## src/outstage_map.svh

```systemverilog
// register offsets, field positions, reset values and timing intervals in ns for the output-stage block
`ifndef OUTSTAGE_MAP_SVH
`define OUTSTAGE_MAP_SVH
// byte addresses: page * 0x100 + register * 4
`define A_SOFTSTEP     12'h0FC
`define A_HP_FLAGS     12'h0B0
`define A_SPK_FLAGS    12'h0B4
`define A_POR_CTRL     12'h104
`define A_REG_VSEL     12'h108
`define A_HP_ENABLE    12'h124
`define A_HP_DRIVE     12'h128
`define A_HP_SHORT     12'h12C
`define A_ROUTE        12'h130
`define A_HP_GAIN      12'h140
`define A_SPK_ENABLE   12'h1B4
`define A_SPK_VOL      12'h1B8
`define A_SPK_GAIN     12'h1C0
`define A_SW_RESET     12'h004
// field positions
`define B_STEP_LO      0
`define B_STEP_HI      1
`define B_HP_SHORT_FL  7
`define B_OTP_FL       7
`define B_POR_DIS      3
`define B_VSEL_LO      4
`define B_VSEL_HI      5
`define B_HP_EN        5
`define B_HALF_DRIVE   2
`define B_SHUTDOWN_MODE 1
`define B_SPK_ROUTE    3
`define B_HP_GAIN_LO   0
`define B_HP_GAIN_HI   5
`define B_HP_MUTE      6
`define B_SPK_EN       1
`define B_VOL_LO       0
`define B_VOL_HI       6
`define B_SPK_GAIN_LO  4
`define B_SPK_GAIN_HI  6
`define B_SW_RESET     0
// reset values and encodings
`define R_HP_MUTE      1'b1
`define R_HP_GAIN      6'h00
`define R_SPK_GAIN     3'h1
`define R_VOL          7'h7F
`define R_STEP         2'h0
`define R_VSEL         2'h0
`define V_SPK_MUTE     3'h0
`define V_VOL_MAX      7'h75
// soft-step intervals in ns per setting
`define T_STEP0_NS     62500
`define T_STEP1_NS     125000
`define T_STEP2_NS     250000
`endif

```

## src/outstage_pkg.sv

```systemverilog
// types shared by the output-stage control block
package outstage_pkg;
  typedef enum logic [1:0] {
    STEP_IDLE = 2'h0,
    STEP_WAIT = 2'h1,
    STEP_MOVE = 2'h3
  } step_state_t;

  typedef struct packed {
    logic [6:0] target;
    logic [6:0] current;
    logic [15:0] count;
    step_state_t state;
  } step_regs_t;

  typedef struct packed {
    logic half_drive;
    logic shutdown_mode;
    logic spk_route;
    logic hp_en;
    logic hp_mute;
    logic [5:0] hp_gain;
    logic spk_en;
    logic [2:0] spk_gain;
    logic [6:0] spk_vol;
    logic [1:0] step_sel;
    logic [1:0] vsel;
    logic por_dis;
    logic [31:0] prdata;
    logic sw_reset;
  } ctrl_regs_t;

  typedef struct packed {
    logic hp_on;
    logic hp_limit;
    logic hp_half;
    logic hp_mute;
    logic [5:0] hp_gain;
    logic spk_on;
    logic spk_switch;
    logic [2:0] spk_gain;
    logic [6:0] spk_atten;
    logic spk_route;
  } drive_t;
endpackage : outstage_pkg

```

## src/outstage_softstep.sv

```systemverilog
// soft-step engine: walks the applied attenuation code one step per interval
`timescale 1ns/1ns
`default_nettype none
`include "outstage_map.svh"
module outstage_softstep import outstage_pkg::*; #(
  parameter int CLK_HZ = 10000000
) (
  input wire logic clk_in,
  input wire logic rst_n_in,
  input wire logic ce_in,
  input wire logic [6:0] target_in,
  input wire logic [1:0] step_sel_in,
  output logic [6:0] code_out
);
  localparam int CLK_MHZ = CLK_HZ / 1000000;
  localparam logic [15:0] N0 = 16'((`T_STEP0_NS * CLK_MHZ) / 1000);
  localparam logic [15:0] N1 = 16'((`T_STEP1_NS * CLK_MHZ) / 1000);
  localparam logic [15:0] N2 = 16'((`T_STEP2_NS * CLK_MHZ) / 1000);

  step_regs_t r;
  step_regs_t next_r;

  // codes above the max-attenuation point all mean the same level
  function automatic logic [6:0] clamp(input logic [6:0] c);
    clamp = (c > `V_VOL_MAX) ? `V_VOL_MAX : c;
  endfunction : clamp

  function automatic logic [15:0] interval(input logic [1:0] s);
    unique case (s)
      2'h0: interval = N0;
      2'h1: interval = N1;
      2'h2: interval = N2;
      2'h3: interval = 16'h0001;
    endcase
  endfunction : interval

  always_comb begin
    next_r = r;
    next_r.target = clamp(target_in);
    unique case (r.state)
      STEP_IDLE: begin
        if (r.current != next_r.target) begin
          next_r.count = interval(step_sel_in);
          next_r.state = STEP_WAIT;
        end
      end
      STEP_WAIT: begin
        if (r.count <= 16'h0001) begin
          next_r.state = STEP_MOVE;
        end else begin
          next_r.count = r.count - 16'h0001;
        end
      end
      STEP_MOVE: begin
        // one code per interval avoids audible zipper jumps
        if (r.current < r.target) begin
          next_r.current = r.current + 7'h01;
        end else if (r.current > r.target) begin
          next_r.current = r.current - 7'h01;
        end
        next_r.state = STEP_IDLE;
      end
      default: next_r.state = STEP_IDLE;
    endcase
  end

  always_ff @(posedge clk_in or negedge rst_n_in) begin
    if (!rst_n_in) begin
      r <= '{target: `V_VOL_MAX, current: `V_VOL_MAX, count: 16'h0000, state: STEP_IDLE};
    end else if (ce_in) begin
      r <= next_r;
    end
  end

  assign code_out = r.current;
endmodule : outstage_softstep
`default_nettype wire

```

## src/outstage_ctrl.sv

```systemverilog
// output-stage control: registers, fault shutdown, re-arm, thermal and regulator control
// Function
// - speaker attenuation 0 to about -78 dB, half-dB steps, mute, soft-stepped
// - page 1 reg 12 bit 3 routes converter through mixers to speaker volume
// - speaker volume is seven bits 6..0 of page 1 reg 46
// - page 0 reg 63 bits 1..0 choose the soft-step interval
// - page 1 reg 10 bit 2 selects headphone half-drive line-capable mode
// - page 1 reg 9 bit 5 powers headphone driver up or down
// - headphone gain bits 5..0 and mute bit 6 of page 1 reg 16
// - page 1 reg 11 bit 1: zero limits current, one shuts down
// - headphone short flag readable at page 0 reg 44 bit 7
// - in shutdown mode a short clears the headphone enable bit
// - setting headphone enable again re-arms only that stage
// - pin or software reset restores all register defaults
// - page 1 reg 45 bit 1 powers the class-D speaker driver
// - speaker gain bits 6..4 of page 1 reg 48, zero mutes
// - speaker overcurrent always shuts down and clears the speaker enable
// - setting speaker enable again re-arms only the speaker stage
// - over-temperature stops speaker switching, flag at page 0 reg 45 bit 7
// - page 1 reg 2 bits 5..4 select regulator output voltage
// - regulator off unless select pin tied to speaker supply; off means tri-state
// - power-on reset loads defaults; page 1 reg 1 bit 3 disables it
// - volume codes 117 to 127 all give maximum attenuation
//
// Local design decisions: register access over APB and the address map.
`timescale 1ns/1ns
`default_nettype none
`include "outstage_map.svh"
module outstage_ctrl import outstage_pkg::*; #(
  parameter int CLK_HZ = 10000000
) (
  // clock, reset, enable
  input wire logic REF_CLK_IN,
  input wire logic RST_B_IN,
  input wire logic CE_IN,
  input wire logic POR_B_IN,
  // apb slave
  input wire logic PSEL_IN,
  input wire logic PENABLE_IN,
  input wire logic PWRITE_IN,
  input wire logic [11:0] PADDR_IN,
  input wire logic [31:0] PWDATA_IN,
  output logic [31:0] PRDATA_OUT,
  output logic PREADY_OUT,
  output logic PSLVERR_OUT,
  // analog fault sense and regulator select pin (asynchronous)
  input wire logic HP_SHORT_IN,
  input wire logic SPK_OVERCURRENT_IN,
  input wire logic OVER_TEMP_IN,
  input wire logic REGULATOR_SELECT_PIN_IN,
  // driver controls
  output drive_t DRIVE_OUT,
  // regulator controls
  output logic REG_ENABLE_OUT,
  output logic [1:0] REG_VSEL_OUT,
  output logic ANALOG_SUPPLY_OE_OUT,
  output logic CORE_SUPPLY_OE_OUT,
  output logic POR_ENABLE_OUT
);
  // ----------------------------------------------------------------
  // reset and input synchronisers
  // ----------------------------------------------------------------
  logic [1:0] rst_sync;
  logic rst_n;
  logic [1:0] por_sync;
  logic por_ok;
  logic [1:0] hp_s;
  logic [1:0] spk_s;
  logic [1:0] otp_s;
  logic [1:0] sel_s;
  logic soft_rst_n;
  ctrl_regs_t r;
  ctrl_regs_t next_r;
  logic [6:0] vol_code;

  always_ff @(posedge REF_CLK_IN or negedge RST_B_IN) begin
    if (!RST_B_IN) begin
      rst_sync <= 2'h0;
    end else begin
      rst_sync <= {rst_sync[0], 1'b1};
    end
  end
  assign rst_n = rst_sync[1];

  // power-on reset input counts only while not disabled
  always_ff @(posedge REF_CLK_IN or negedge rst_n) begin
    if (!rst_n) begin
      por_sync <= 2'h3;
      hp_s <= 2'h0;
      spk_s <= 2'h0;
      otp_s <= 2'h0;
      sel_s <= 2'h0;
    end else if (CE_IN) begin
      por_sync <= {por_sync[0], POR_B_IN};
      hp_s <= {hp_s[0], HP_SHORT_IN};
      spk_s <= {spk_s[0], SPK_OVERCURRENT_IN};
      otp_s <= {otp_s[0], OVER_TEMP_IN};
      sel_s <= {sel_s[0], REGULATOR_SELECT_PIN_IN};
    end
  end
  assign por_ok = por_sync[1] | r.por_dis;

  // ----------------------------------------------------------------
  // apb decode
  // ----------------------------------------------------------------
  logic wr;
  logic rd_setup;
  logic mapped;
  logic hp_fault;
  logic spk_fault;

  function automatic logic is_mapped(input logic [11:0] a);
    unique case (a)
      `A_SOFTSTEP, `A_HP_FLAGS, `A_SPK_FLAGS, `A_POR_CTRL, `A_REG_VSEL,
      `A_HP_ENABLE, `A_HP_DRIVE, `A_HP_SHORT, `A_ROUTE, `A_HP_GAIN,
      `A_SPK_ENABLE, `A_SPK_VOL, `A_SPK_GAIN, `A_SW_RESET: is_mapped = 1'b1;
      default: is_mapped = 1'b0;
    endcase
  endfunction : is_mapped

  assign mapped = is_mapped(PADDR_IN);
  assign wr = PSEL_IN & PENABLE_IN & PWRITE_IN & mapped;
  assign rd_setup = PSEL_IN & ~PENABLE_IN & ~PWRITE_IN;
  // zero-wait slave: read data registered in setup, valid in access
  assign PREADY_OUT = 1'b1;
  assign PSLVERR_OUT = PSEL_IN & PENABLE_IN & ~mapped;
  assign PRDATA_OUT = r.prdata;

  assign hp_fault = hp_s[1] & r.hp_en & r.shutdown_mode;
  assign spk_fault = spk_s[1] & r.spk_en;

  // ----------------------------------------------------------------
  // register file
  // ----------------------------------------------------------------
  always_comb begin
    next_r = r;
    next_r.sw_reset = 1'b0;
    if (wr) begin
      unique case (PADDR_IN)
        `A_SOFTSTEP: next_r.step_sel = PWDATA_IN[`B_STEP_HI:`B_STEP_LO];
        `A_POR_CTRL: next_r.por_dis = PWDATA_IN[`B_POR_DIS];
        `A_REG_VSEL: next_r.vsel = PWDATA_IN[`B_VSEL_HI:`B_VSEL_LO];
        `A_HP_ENABLE: next_r.hp_en = PWDATA_IN[`B_HP_EN];
        `A_HP_DRIVE: next_r.half_drive = PWDATA_IN[`B_HALF_DRIVE];
        `A_HP_SHORT: next_r.shutdown_mode = PWDATA_IN[`B_SHUTDOWN_MODE];
        `A_ROUTE: next_r.spk_route = PWDATA_IN[`B_SPK_ROUTE];
        `A_HP_GAIN: begin
          next_r.hp_gain = PWDATA_IN[`B_HP_GAIN_HI:`B_HP_GAIN_LO];
          next_r.hp_mute = PWDATA_IN[`B_HP_MUTE];
        end
        `A_SPK_ENABLE: next_r.spk_en = PWDATA_IN[`B_SPK_EN];
        `A_SPK_VOL: next_r.spk_vol = PWDATA_IN[`B_VOL_HI:`B_VOL_LO];
        `A_SPK_GAIN: next_r.spk_gain = PWDATA_IN[`B_SPK_GAIN_HI:`B_SPK_GAIN_LO];
        `A_SW_RESET: next_r.sw_reset = PWDATA_IN[`B_SW_RESET];
        default: next_r.sw_reset = 1'b0;
      endcase
    end
    // a speaker overcurrent, or a headphone short in shutdown mode, clears a running stage's enable even against a write; a re-arm write turns it on for one cycle
    if (hp_fault) begin
      next_r.hp_en = 1'b0;
    end
    if (spk_fault) begin
      next_r.spk_en = 1'b0;
    end
    next_r.prdata = 32'h0000_0000;
    if (rd_setup) begin
      unique case (PADDR_IN)
        `A_SOFTSTEP: next_r.prdata[`B_STEP_HI:`B_STEP_LO] = r.step_sel;
        `A_HP_FLAGS: next_r.prdata[`B_HP_SHORT_FL] = hp_s[1];
        `A_SPK_FLAGS: next_r.prdata[`B_OTP_FL] = otp_s[1];
        `A_POR_CTRL: next_r.prdata[`B_POR_DIS] = r.por_dis;
        `A_REG_VSEL: next_r.prdata[`B_VSEL_HI:`B_VSEL_LO] = r.vsel;
        `A_HP_ENABLE: next_r.prdata[`B_HP_EN] = r.hp_en;
        `A_HP_DRIVE: next_r.prdata[`B_HALF_DRIVE] = r.half_drive;
        `A_HP_SHORT: next_r.prdata[`B_SHUTDOWN_MODE] = r.shutdown_mode;
        `A_ROUTE: next_r.prdata[`B_SPK_ROUTE] = r.spk_route;
        `A_HP_GAIN: begin
          next_r.prdata[`B_HP_GAIN_HI:`B_HP_GAIN_LO] = r.hp_gain;
          next_r.prdata[`B_HP_MUTE] = r.hp_mute;
        end
        `A_SPK_ENABLE: next_r.prdata[`B_SPK_EN] = r.spk_en;
        `A_SPK_VOL: next_r.prdata[`B_VOL_HI:`B_VOL_LO] = r.spk_vol;
        `A_SPK_GAIN: next_r.prdata[`B_SPK_GAIN_HI:`B_SPK_GAIN_LO] = r.spk_gain;
        default: next_r.prdata = 32'h0000_0000;
      endcase
    end
  end

  // soft reset: software reset pulse, or power-on reset unless disabled; the pin reset acts through rst_n
  assign soft_rst_n = ~r.sw_reset & por_ok;

  always_ff @(posedge REF_CLK_IN or negedge rst_n) begin
    if (!rst_n) begin
      r <= '0;
      r.hp_mute <= `R_HP_MUTE;
      r.hp_gain <= `R_HP_GAIN;
      r.spk_gain <= `R_SPK_GAIN;
      r.spk_vol <= `R_VOL;
      r.step_sel <= `R_STEP;
      r.vsel <= `R_VSEL;
    end else if (CE_IN) begin
      if (!soft_rst_n) begin
        // defaults again; stages that were fault-shut are re-enabled by software later
        r <= '0;
        r.hp_mute <= `R_HP_MUTE;
        r.hp_gain <= `R_HP_GAIN;
        r.spk_gain <= `R_SPK_GAIN;
        r.spk_vol <= `R_VOL;
        r.step_sel <= `R_STEP;
        r.vsel <= `R_VSEL;
      end else begin
        r <= next_r;
      end
    end
  end

  // ----------------------------------------------------------------
  // soft-stepped speaker volume
  // ----------------------------------------------------------------
  outstage_softstep #(
    .CLK_HZ(CLK_HZ)
  ) outstage_softstep_inst (
    .clk_in(REF_CLK_IN),
    .rst_n_in(rst_n),
    .ce_in(CE_IN),
    .target_in(r.spk_vol),
    .step_sel_in(r.step_sel),
    .code_out(vol_code)
  );

  // ----------------------------------------------------------------
  // driver and regulator outputs
  // ----------------------------------------------------------------
  drive_t drv;
  always_ff @(posedge REF_CLK_IN or negedge rst_n) begin
    if (!rst_n) begin
      drv <= '0;
      REG_ENABLE_OUT <= 1'b0;
      REG_VSEL_OUT <= `R_VSEL;
      POR_ENABLE_OUT <= 1'b1;
    end else if (CE_IN) begin
      drv.hp_on <= r.hp_en;
      // current limit on any short while shutdown mode is off, whether or not the stage is enabled
      drv.hp_limit <= hp_s[1] & ~r.shutdown_mode;
      drv.hp_half <= r.half_drive;
      drv.hp_mute <= r.hp_mute;
      drv.hp_gain <= r.hp_gain;
      drv.spk_on <= r.spk_en;
      drv.spk_switch <= r.spk_en & ~otp_s[1];
      drv.spk_gain <= r.spk_gain;
      drv.spk_atten <= vol_code;
      drv.spk_route <= r.spk_route;
      REG_ENABLE_OUT <= sel_s[1];
      REG_VSEL_OUT <= r.vsel;
      POR_ENABLE_OUT <= ~r.por_dis;
    end
  end
  assign DRIVE_OUT = drv;
  // a disabled regulator leaves its supply pins undriven
  assign ANALOG_SUPPLY_OE_OUT = REG_ENABLE_OUT;
  assign CORE_SUPPLY_OE_OUT = REG_ENABLE_OUT;
endmodule : outstage_ctrl
`default_nettype wire

```

## config.mk

```make
export PLATFORM = sky130hd
export DESIGN_NAME = outstage_ctrl
export DESIGN_NICKNAME = d
export VERILOG_FILES = /design/src/outstage_pkg.sv /design/src/outstage_softstep.sv /design/src/outstage_ctrl.sv
export VERILOG_INCLUDE_DIRS = /design/src /design/src/src
export SDC_FILE = /design/constraint.sdc
export NUM_CORES = 1
export LEC_CHECK = 0
export BUFFER_PORTS_ARGS = -buffer_cell sky130_fd_sc_hd__buf_2
export CAP_MARGIN = 20
export CORE_ASPECT_RATIO = 1.25
export CORE_MARGIN = 2
export CORE_UTILIZATION = 45
export DETAILED_ROUTE_END_ITERATION = 16
export PLACE_DENSITY_LB_ADDON = 0.2
export SLEW_MARGIN = 20
export SYNTH_ARGS = -nofsm -noshare
export SYNTH_HDL_FRONTEND = slang
export SYNTH_SLANG_ARGS = --single-unit
```

## constraint.sdc

```tcl
create_clock -name REF_CLK_IN -period 5.3 [get_ports REF_CLK_IN]
set_clock_uncertainty 0.2 [all_clocks]
set_input_delay 0 -clock REF_CLK_IN [delete_from_list [all_inputs] [get_ports REF_CLK_IN]]
set_output_delay 0 -clock REF_CLK_IN [all_outputs]
set_load 0.005 [all_outputs]
```

==> run summary, run 1 <==
most frequent cells in the layout -> dfrtp_1, buf_2, nand2_1, mux2_2
CP max stage delay -> 0.52 ns
DRT antenna net count -> 0
flop2flop setup slack -> 1.69 ns
antenna violations before repair -> 0
CORE AREA -> 0.0131 mm^2
FF-to-FF path depth -> 13
final setup margin -> 1.69 ns
initial drt markers -> 296
ys flop type -> dfrtp_1
max_cap viols -> 0
GRT Util Overall -> 21.5%
largest net degree at the start of global routing -> 64
Layout fillers -> 1198
Post-Syn Area -> 0.00598 mm^2
fin. max-slew vios -> 0
register area share after synthesis -> 45.2%
Mapped Cells -> 609
Hold Buf Count CTS -> 30
synth warn -> 0
Hold Crit Class -> primary input to register
post-cts resize count -> 0
ant diodes -> 0
layout cell share with drive strength beyond 1 -> 23.2%
TritonCTS clock tree -> built
CTS root buffer -> clkbuf_16
CTS clk-pin slew, worst paths -> 0.08 ns
CP max stage cell -> dfstp_2
IO Count -> 118
hold_ws -> 0.0248 ns
FFs w/ async S/R, synth -> 100%
GR Overflow Total -> 0
EDFF count, synth -> 0
flops & latches, synth -> 107
Max transition margin -> 34.6%
DIE AREA -> 0.0142 mm^2
Detailed Place HPWL -> 10600 um
leakage power -> 3.15 nW
Layout area overhead -> 16.0%
final period utilization -> 68.2%
critical path cell sequence -> inv_1 -> ha_1 -> a21o_1 -> a21o_1 -> a21oi_1 -> nand2_1 -> fa_1 -> a211oi_1 -> o21bai_1 -> a21oi_1 -> a21boi_0 -> o211ai_1 -> xnor2_1
worst-path maximum fanout -> 6
synthesized area per cell -> 9.82 um^2
Worst setup EP type -> register
first-pass GRT wire length -> 24300 um
Critical Path AT -> 3.69 ns
clock buffer depth -> 2
WL per Instance -> 17.3 um
commonest non-fill, non-tap cell in the layout -> dfrtp_1
# Post-CTS Setup Buffers -> 0
port buffer count -> 67
worst slew pin tran -> 0.972 ns
hold path cells -> 4
Setup violations, final -> 0
vias in the first global route -> 4704
P per Cell Area -> 300 mW/mm^2
Rows -> 47
Max Clk Rate -> 277 MHz
kind of critical path -> register to register
Final Hold Vio Count -> 0
GP Congestion -> 0.943
dpl ws -> 1.81 ns
Die Wd -> 107 um
vias post-DR -> 4859
Hold EP -> r[57]$_DFFE_PN0P_
nets@finish -> 762
VDD IR max -> 0.164 mV
crit path time final -> 3.61 ns
worst skew pair latency -> 0.35 ns
clk sinks -> 107
Critical Path Start Type -> register
unrepaired setup endpoints after global routing -> false
Starting Density -> 45.6%
setup TNS -> 0 ns
Post-Route WL -> 15000 um
final design utilization -> 52.9%
DR vias/cell -> 5.62
Yosys cell types -> 67
FF-to-FF End -> outstage_softstep_inst.code_out[6]$_DFFE_PN1P_
Die H -> 133 um
first drt pass iteration count -> 5
outcome -> complete, no violations
DRC Markers -> 0
CP required -> 5.37 ns
number of buffers created by CTS -> 9
Reg2Reg Launch Point -> outstage_softstep_inst.r[30]$_DFFE_PN1P_
Max H-tree Level -> 3
Pwr Total -> 2.08 mW
HP Start -> PADDR_IN[0]
==> stage by stage <==
step	std cells	cell area, um^2
2_1_floorplan	633	6070
3_3_place_gp	817	6280
3_5_place_dp	817	6280
4_1_cts	863	6930
5_1_grt	864	6930
6_report	864	6930
==> cells by family after synthesis <==
family                   share of synthesized area, %
AND/OR/NAND/NOR                                  15.1
AO/OA/AOI/OAI                                    16.7
flip-flops                                       45.2
buffers and inverters                            8.62
multiplexers                                     8.58
adder cells (fa/ha/maj)                          4.10
XOR/XNOR                                         1.47
other                                           0.126
==> metal layers <==
layer  part of all wire (%)  vias up  global-route usage (%)  routed length, um
met3                    4.2       33                    3.25                635
met5                      0        -                       0                  0
met4                    3.1        0                    9.31                466
met1                     41     2366                    27.4               6200
li1                       -     2315                       -                  -
met2                     51      145                    36.3               7660
==> layout make-up <==
type	count	area (um^2)	share of cell area (%)
clock buffer	9	225	3.25
inverter	34	128	1.84
sequential	107	2710	39.1
clock inverter	7	121	1.75
timing repair buffer	104	688	9.93
multi-input combinational	432	2850	41.1
tap	171	214	3.09
==> power breakdown <==
part	total, mW	internal (mW)	switching [mW]
Clock	0.759	0.428	0.330
Combinational	0.315	0.139	0.175
Sequential	1.01	0.915	0.0926
==> worst max-delay path by stage <==
stage / startpoint / to / slack [ns] / cells after the start
2_1_floorplan: rst_sync[1]$_DFF_PN0_ / ANALOG_SUPPLY_OE_OUT$_DFFE_PN0P_ / 1.94 / 0
3_3_place_gp: outstage_softstep_inst.r[30]$_DFFE_PN1P_ / outstage_softstep_inst.code_out[6]$_DFFE_PN1P_ / 1.90 / 13
3_5_place_dp: outstage_softstep_inst.r[30]$_DFFE_PN1P_ / outstage_softstep_inst.code_out[6]$_DFFE_PN1P_ / 1.81 / 13
4_1_cts: outstage_softstep_inst.r[30]$_DFFE_PN1P_ / outstage_softstep_inst.code_out[6]$_DFFE_PN1P_ / 1.72 / 13
5_1_grt: outstage_softstep_inst.r[30]$_DFFE_PN1P_ / outstage_softstep_inst.code_out[6]$_DFFE_PN1P_ / 1.36 / 13
6_report: outstage_softstep_inst.r[30]$_DFFE_PN1P_ / outstage_softstep_inst.code_out[6]$_DFFE_PN1P_ / 1.69 / 13
==> synthesized netlist by cell type (7+ instances only) <==
library cell | number | area, um^2
nand3_1 | 27 | 135
inv_1 | 34 | 128
xnor2_1 | 7 | 61.3
nor3_1 | 16 | 80.1
a31oi_1 | 14 | 87.6
o31ai_1 | 9 | 67.6
nor2_1 | 41 | 154
dfrtp_1 | 85 | 2130
a21oi_1 | 27 | 135
nand2_1 | 43 | 161
mux2_2 | 42 | 473
clkbuf_1 | 17 | 63.8
dfstp_2 | 22 | 578
ha_1 | 18 | 225
o21ai_0 | 41 | 205
buf_4 | 38 | 285
==> critical path, delay by kind of cell (launching register included) <==
family	cells	cell delay [ns]
AOI/OAI and AO/OA	8	1.56
adders and majority gates	2	0.78
DFF	1	0.52
and+or+nand+nor	1	0.22
xor gates and xnor gates	1	0.19
buffers and inverters	1	0.05
==> state kept, by name, summed over array words and instances, names as in the netlist, 7 cells and up <==
name,cells
DRIVE_OUT,23
PRDATA_OUT,8
outstage_softstep_inst.code_out,7
outstage_softstep_inst.r,25
r,28
(Power assumes the default switching activity.)
==> run 2, diff against run 1 <==
==> constraint.sdc (replaced) <==
create_clock -name REF_CLK_IN -period 3.3 [get_ports REF_CLK_IN]
set_clock_uncertainty 0.2 [all_clocks]
set_input_delay 0 -clock REF_CLK_IN [delete_from_list [all_inputs] [get_ports REF_CLK_IN]]
set_output_delay 0 -clock REF_CLK_IN [all_outputs]
set_load 0.005 [all_outputs]
==> run 2 against run 1 <==
Net effect:
- die area unchanged
- critical endpoint unchanged
- critical path depth grew 1
- fmax up 10%
- sequential share of layout area shrank 0.97 points
- non-clock buffer count up 20
- register-to-register slack got worse by 1.7 ns
- clock power rose by 54%
- final area grew 2.5%
- wire length is 4.4% higher
==> run summary, run 2 (synthesis gave the netlist of run 1 again) <==
number of buffers created by CTS -> 9 (unchanged)
GP Congestion -> 0.892 (-5.4%)
clk sinks -> 107 (unchanged)
Critical path origin -> outstage_softstep_inst.r[30]$_DFFE_PN1P_
commonest non-fill, non-tap cell in the layout -> dfrtp_1
first-pass GRT wire length -> 24800 um (+2.0%)
Metal-1 WL -> 6270 um (+1.2%)
Detailed Place HPWL -> 11100 um (+3.9%)
Max H-tree Level -> 3 (unchanged)
vias post-DR -> 5014 (+3.2%)
CP required -> 3.39 ns (-1.98 ns)
DR WL met3 -> 630 um (-0.79%)
vias in the first global route -> 4895 (+4.1%)
kind of critical path -> register to register
Top reg by flops -> r
Final Hold Vio Count -> 0 (unchanged)
fin. max-slew vios -> 0 (unchanged)
initial drt markers -> 243 (-18%)
CORE AREA -> 0.0131 mm^2 (unchanged)
largest net degree at the start of global routing -> 77 (+20%)
HP Start -> PADDR_IN[2]
nets@finish -> 782 (+2.6%)
GRT Util Overall -> 22.2% (+0.67 points)
Critical Path Start Type -> register
Layout area overhead -> 18.9%
worst-path maximum fanout -> 4 (-2)
Die Wd -> 107 um (unchanged)
Cell Area, Placed -> 0.00641 mm^2 (+2.1%)
Worst setup EP type -> register
TritonCTS clock tree -> built
first drt pass iteration count -> 5 (unchanged)
DP Cell Count -> 833 (+2.0%)
CP max stage cell -> dfstp_2
layout cell share with drive strength beyond 1 -> 26.2% (+3.0 points)
routed wl met2 -> 8240 um (+7.6%)
Setup violations, final -> 0 (unchanged)
worst skew pair latency -> 0.36 ns (about the same)
outcome -> complete, no violations
port buffer count -> 67 (unchanged)
DR top layer -> met4
DRC Markers -> 0 (unchanged)
unrepaired setup endpoints after global routing -> true
DIE AREA -> 0.0142 mm^2 (unchanged)
clock buffer depth -> 2 (unchanged)
Final Instance Count excl. Fillers -> 884 (+2.3%)
Hold Crit Class -> primary input to register
CTS clk-pin slew, worst paths -> 0.08 ns (about the same)
max reg flops -> 28 (unchanged)
Starting Density -> 45.6% (unchanged)
Max Clk Rate -> 305 MHz (+10%)
Rows -> 47 (unchanged)
antenna violations before repair -> 0 (unchanged)
P per Cell Area -> 467 mW/mm^2 (+56%)
GR Overflow Total -> 0 (unchanged)
final period utilization -> 99.2% (+31 points)
leakage power -> 3.24 nW (+2.9%)
crit path time final -> 3.28 ns (-0.337 ns)
IO Count -> 118 (unchanged)
CTS root buffer -> clkbuf_16
Post-Route WL -> 15600 um (+4.4%)
Max transition margin -> 46.3% (+12 points)
DRT antenna net count -> 0 (unchanged)
Final Cell Area -> 0.00711 mm^2 (+2.5%)
critical path cell sequence -> inv_1 -> ha_1 -> a21o_1 -> a21o_1 -> a21oi_2 -> nand2_2 -> buf_4 -> ha_2 -> a211oi_2 -> o21bai_1 -> a21oi_2 -> a21boi_1 -> o211ai_1 -> xnor2_1
VDD IR max -> 0.382 mV (+130%)
final design utilization -> 54.2% (+1.3 points)
most frequent cells in the layout -> dfrtp_1, buf_2, nand2_1, mux2_2, nor2_1
WL per Instance -> 17.7 um (+2.0%)
Critical Path AT -> 3.37 ns (-0.32 ns)
Die H -> 133 um (unchanged)
CP max stage delay -> 0.52 ns (about the same)
DR vias/cell -> 5.67 (+0.86%)
ant diodes -> 0 (unchanged)
max_cap viols -> 0 (unchanged)
worst slew pin tran -> 0.794 ns (-0.178 ns)
Pwr Total -> 3.32 mW (+59%)
setup TNS -> 0 ns (unchanged)
Reg2Reg Launch Point -> outstage_softstep_inst.r[30]$_DFFE_PN1P_
==> run 2: layout make-up <==
type | instances | area [um^2]
Inverter | 34 | 128
Tap cell | 171 | 214
Sequential cell | 107 | 2710
Timing Repair Buffer | 124 | 856
Fill cell | 1179 | 6000
Multi-Input combinational cell | 432 | 2880
Clock inverter | 7 | 103
Clock buffer | 9 | 225
==> run 2: through the flow <==
step	hold slack, ns	setup slack (ns)
3_5_place_dp	-0.413	-0.0694
2_1_floorplan	-0.496	0.130
4_1_cts	0.0296	0.0151
5_1_grt	0.0665	-0.117
6_report	0.0419	0.0248
3_3_place_gp	-0.415	0.0542
==> run 2: power breakdown <==
group	internal (mW)	switching, mW	total [mW]
logic	0.235	0.299	0.534
clock network	0.617	0.557	1.17
registers	1.47	0.141	1.61
total	2.32	0.996	3.32
==> run 2: worst max-delay path, delay by kind of cell, from the launching register on <==
family                   cells  cell delay [ns]
AO/OA/AOI/OAI                8             1.45
buffers and inverters        2             0.22
adder cells (fa/ha/maj)      2             0.50
XOR/XNOR                     1             0.20
flip-flops                   1             0.52
AND/OR/NAND/NOR              1             0.13
==> run 2: final timing paths <==
kind,endpoint,slack [ns],depth (start not counted)
max,outstage_softstep_inst.code_out[6]$_DFFE_PN1P_,0.02,14
min,r[34]$_DFFE_PN0P_,0.04,5
max reg2reg,outstage_softstep_inst.code_out[6]$_DFFE_PN1P_,0.02,14
min reg2reg,ANALOG_SUPPLY_OE_OUT$_DFFE_PN0P_,0.07,0
max in group asynchronous,POR_ENABLE_OUT$_DFFE_PN1P_,2.06,1
min in group asynchronous,ANALOG_SUPPLY_OE_OUT$_DFFE_PN0P_,0.07,0
==> run 2: routing by layer <==
layer / GRT usage [%] / vias to the layer above
li1: - / 2359
met1: 26.3 / 2487
met2: 39.3 / 140
met3: 3.65 / 28
met4: 9.60 / 0
met5: 0 / -
==> run 2: what timing repair did <==
action / CTS / global route
hold buffers: 32 / 0
resized for setup: 4 / 6
setup endpoints to repair: 1 / 2
pin swaps: 1 / 4
endpoints found under the hold margin: 42 / 0
buffers inserted: 1 / 1
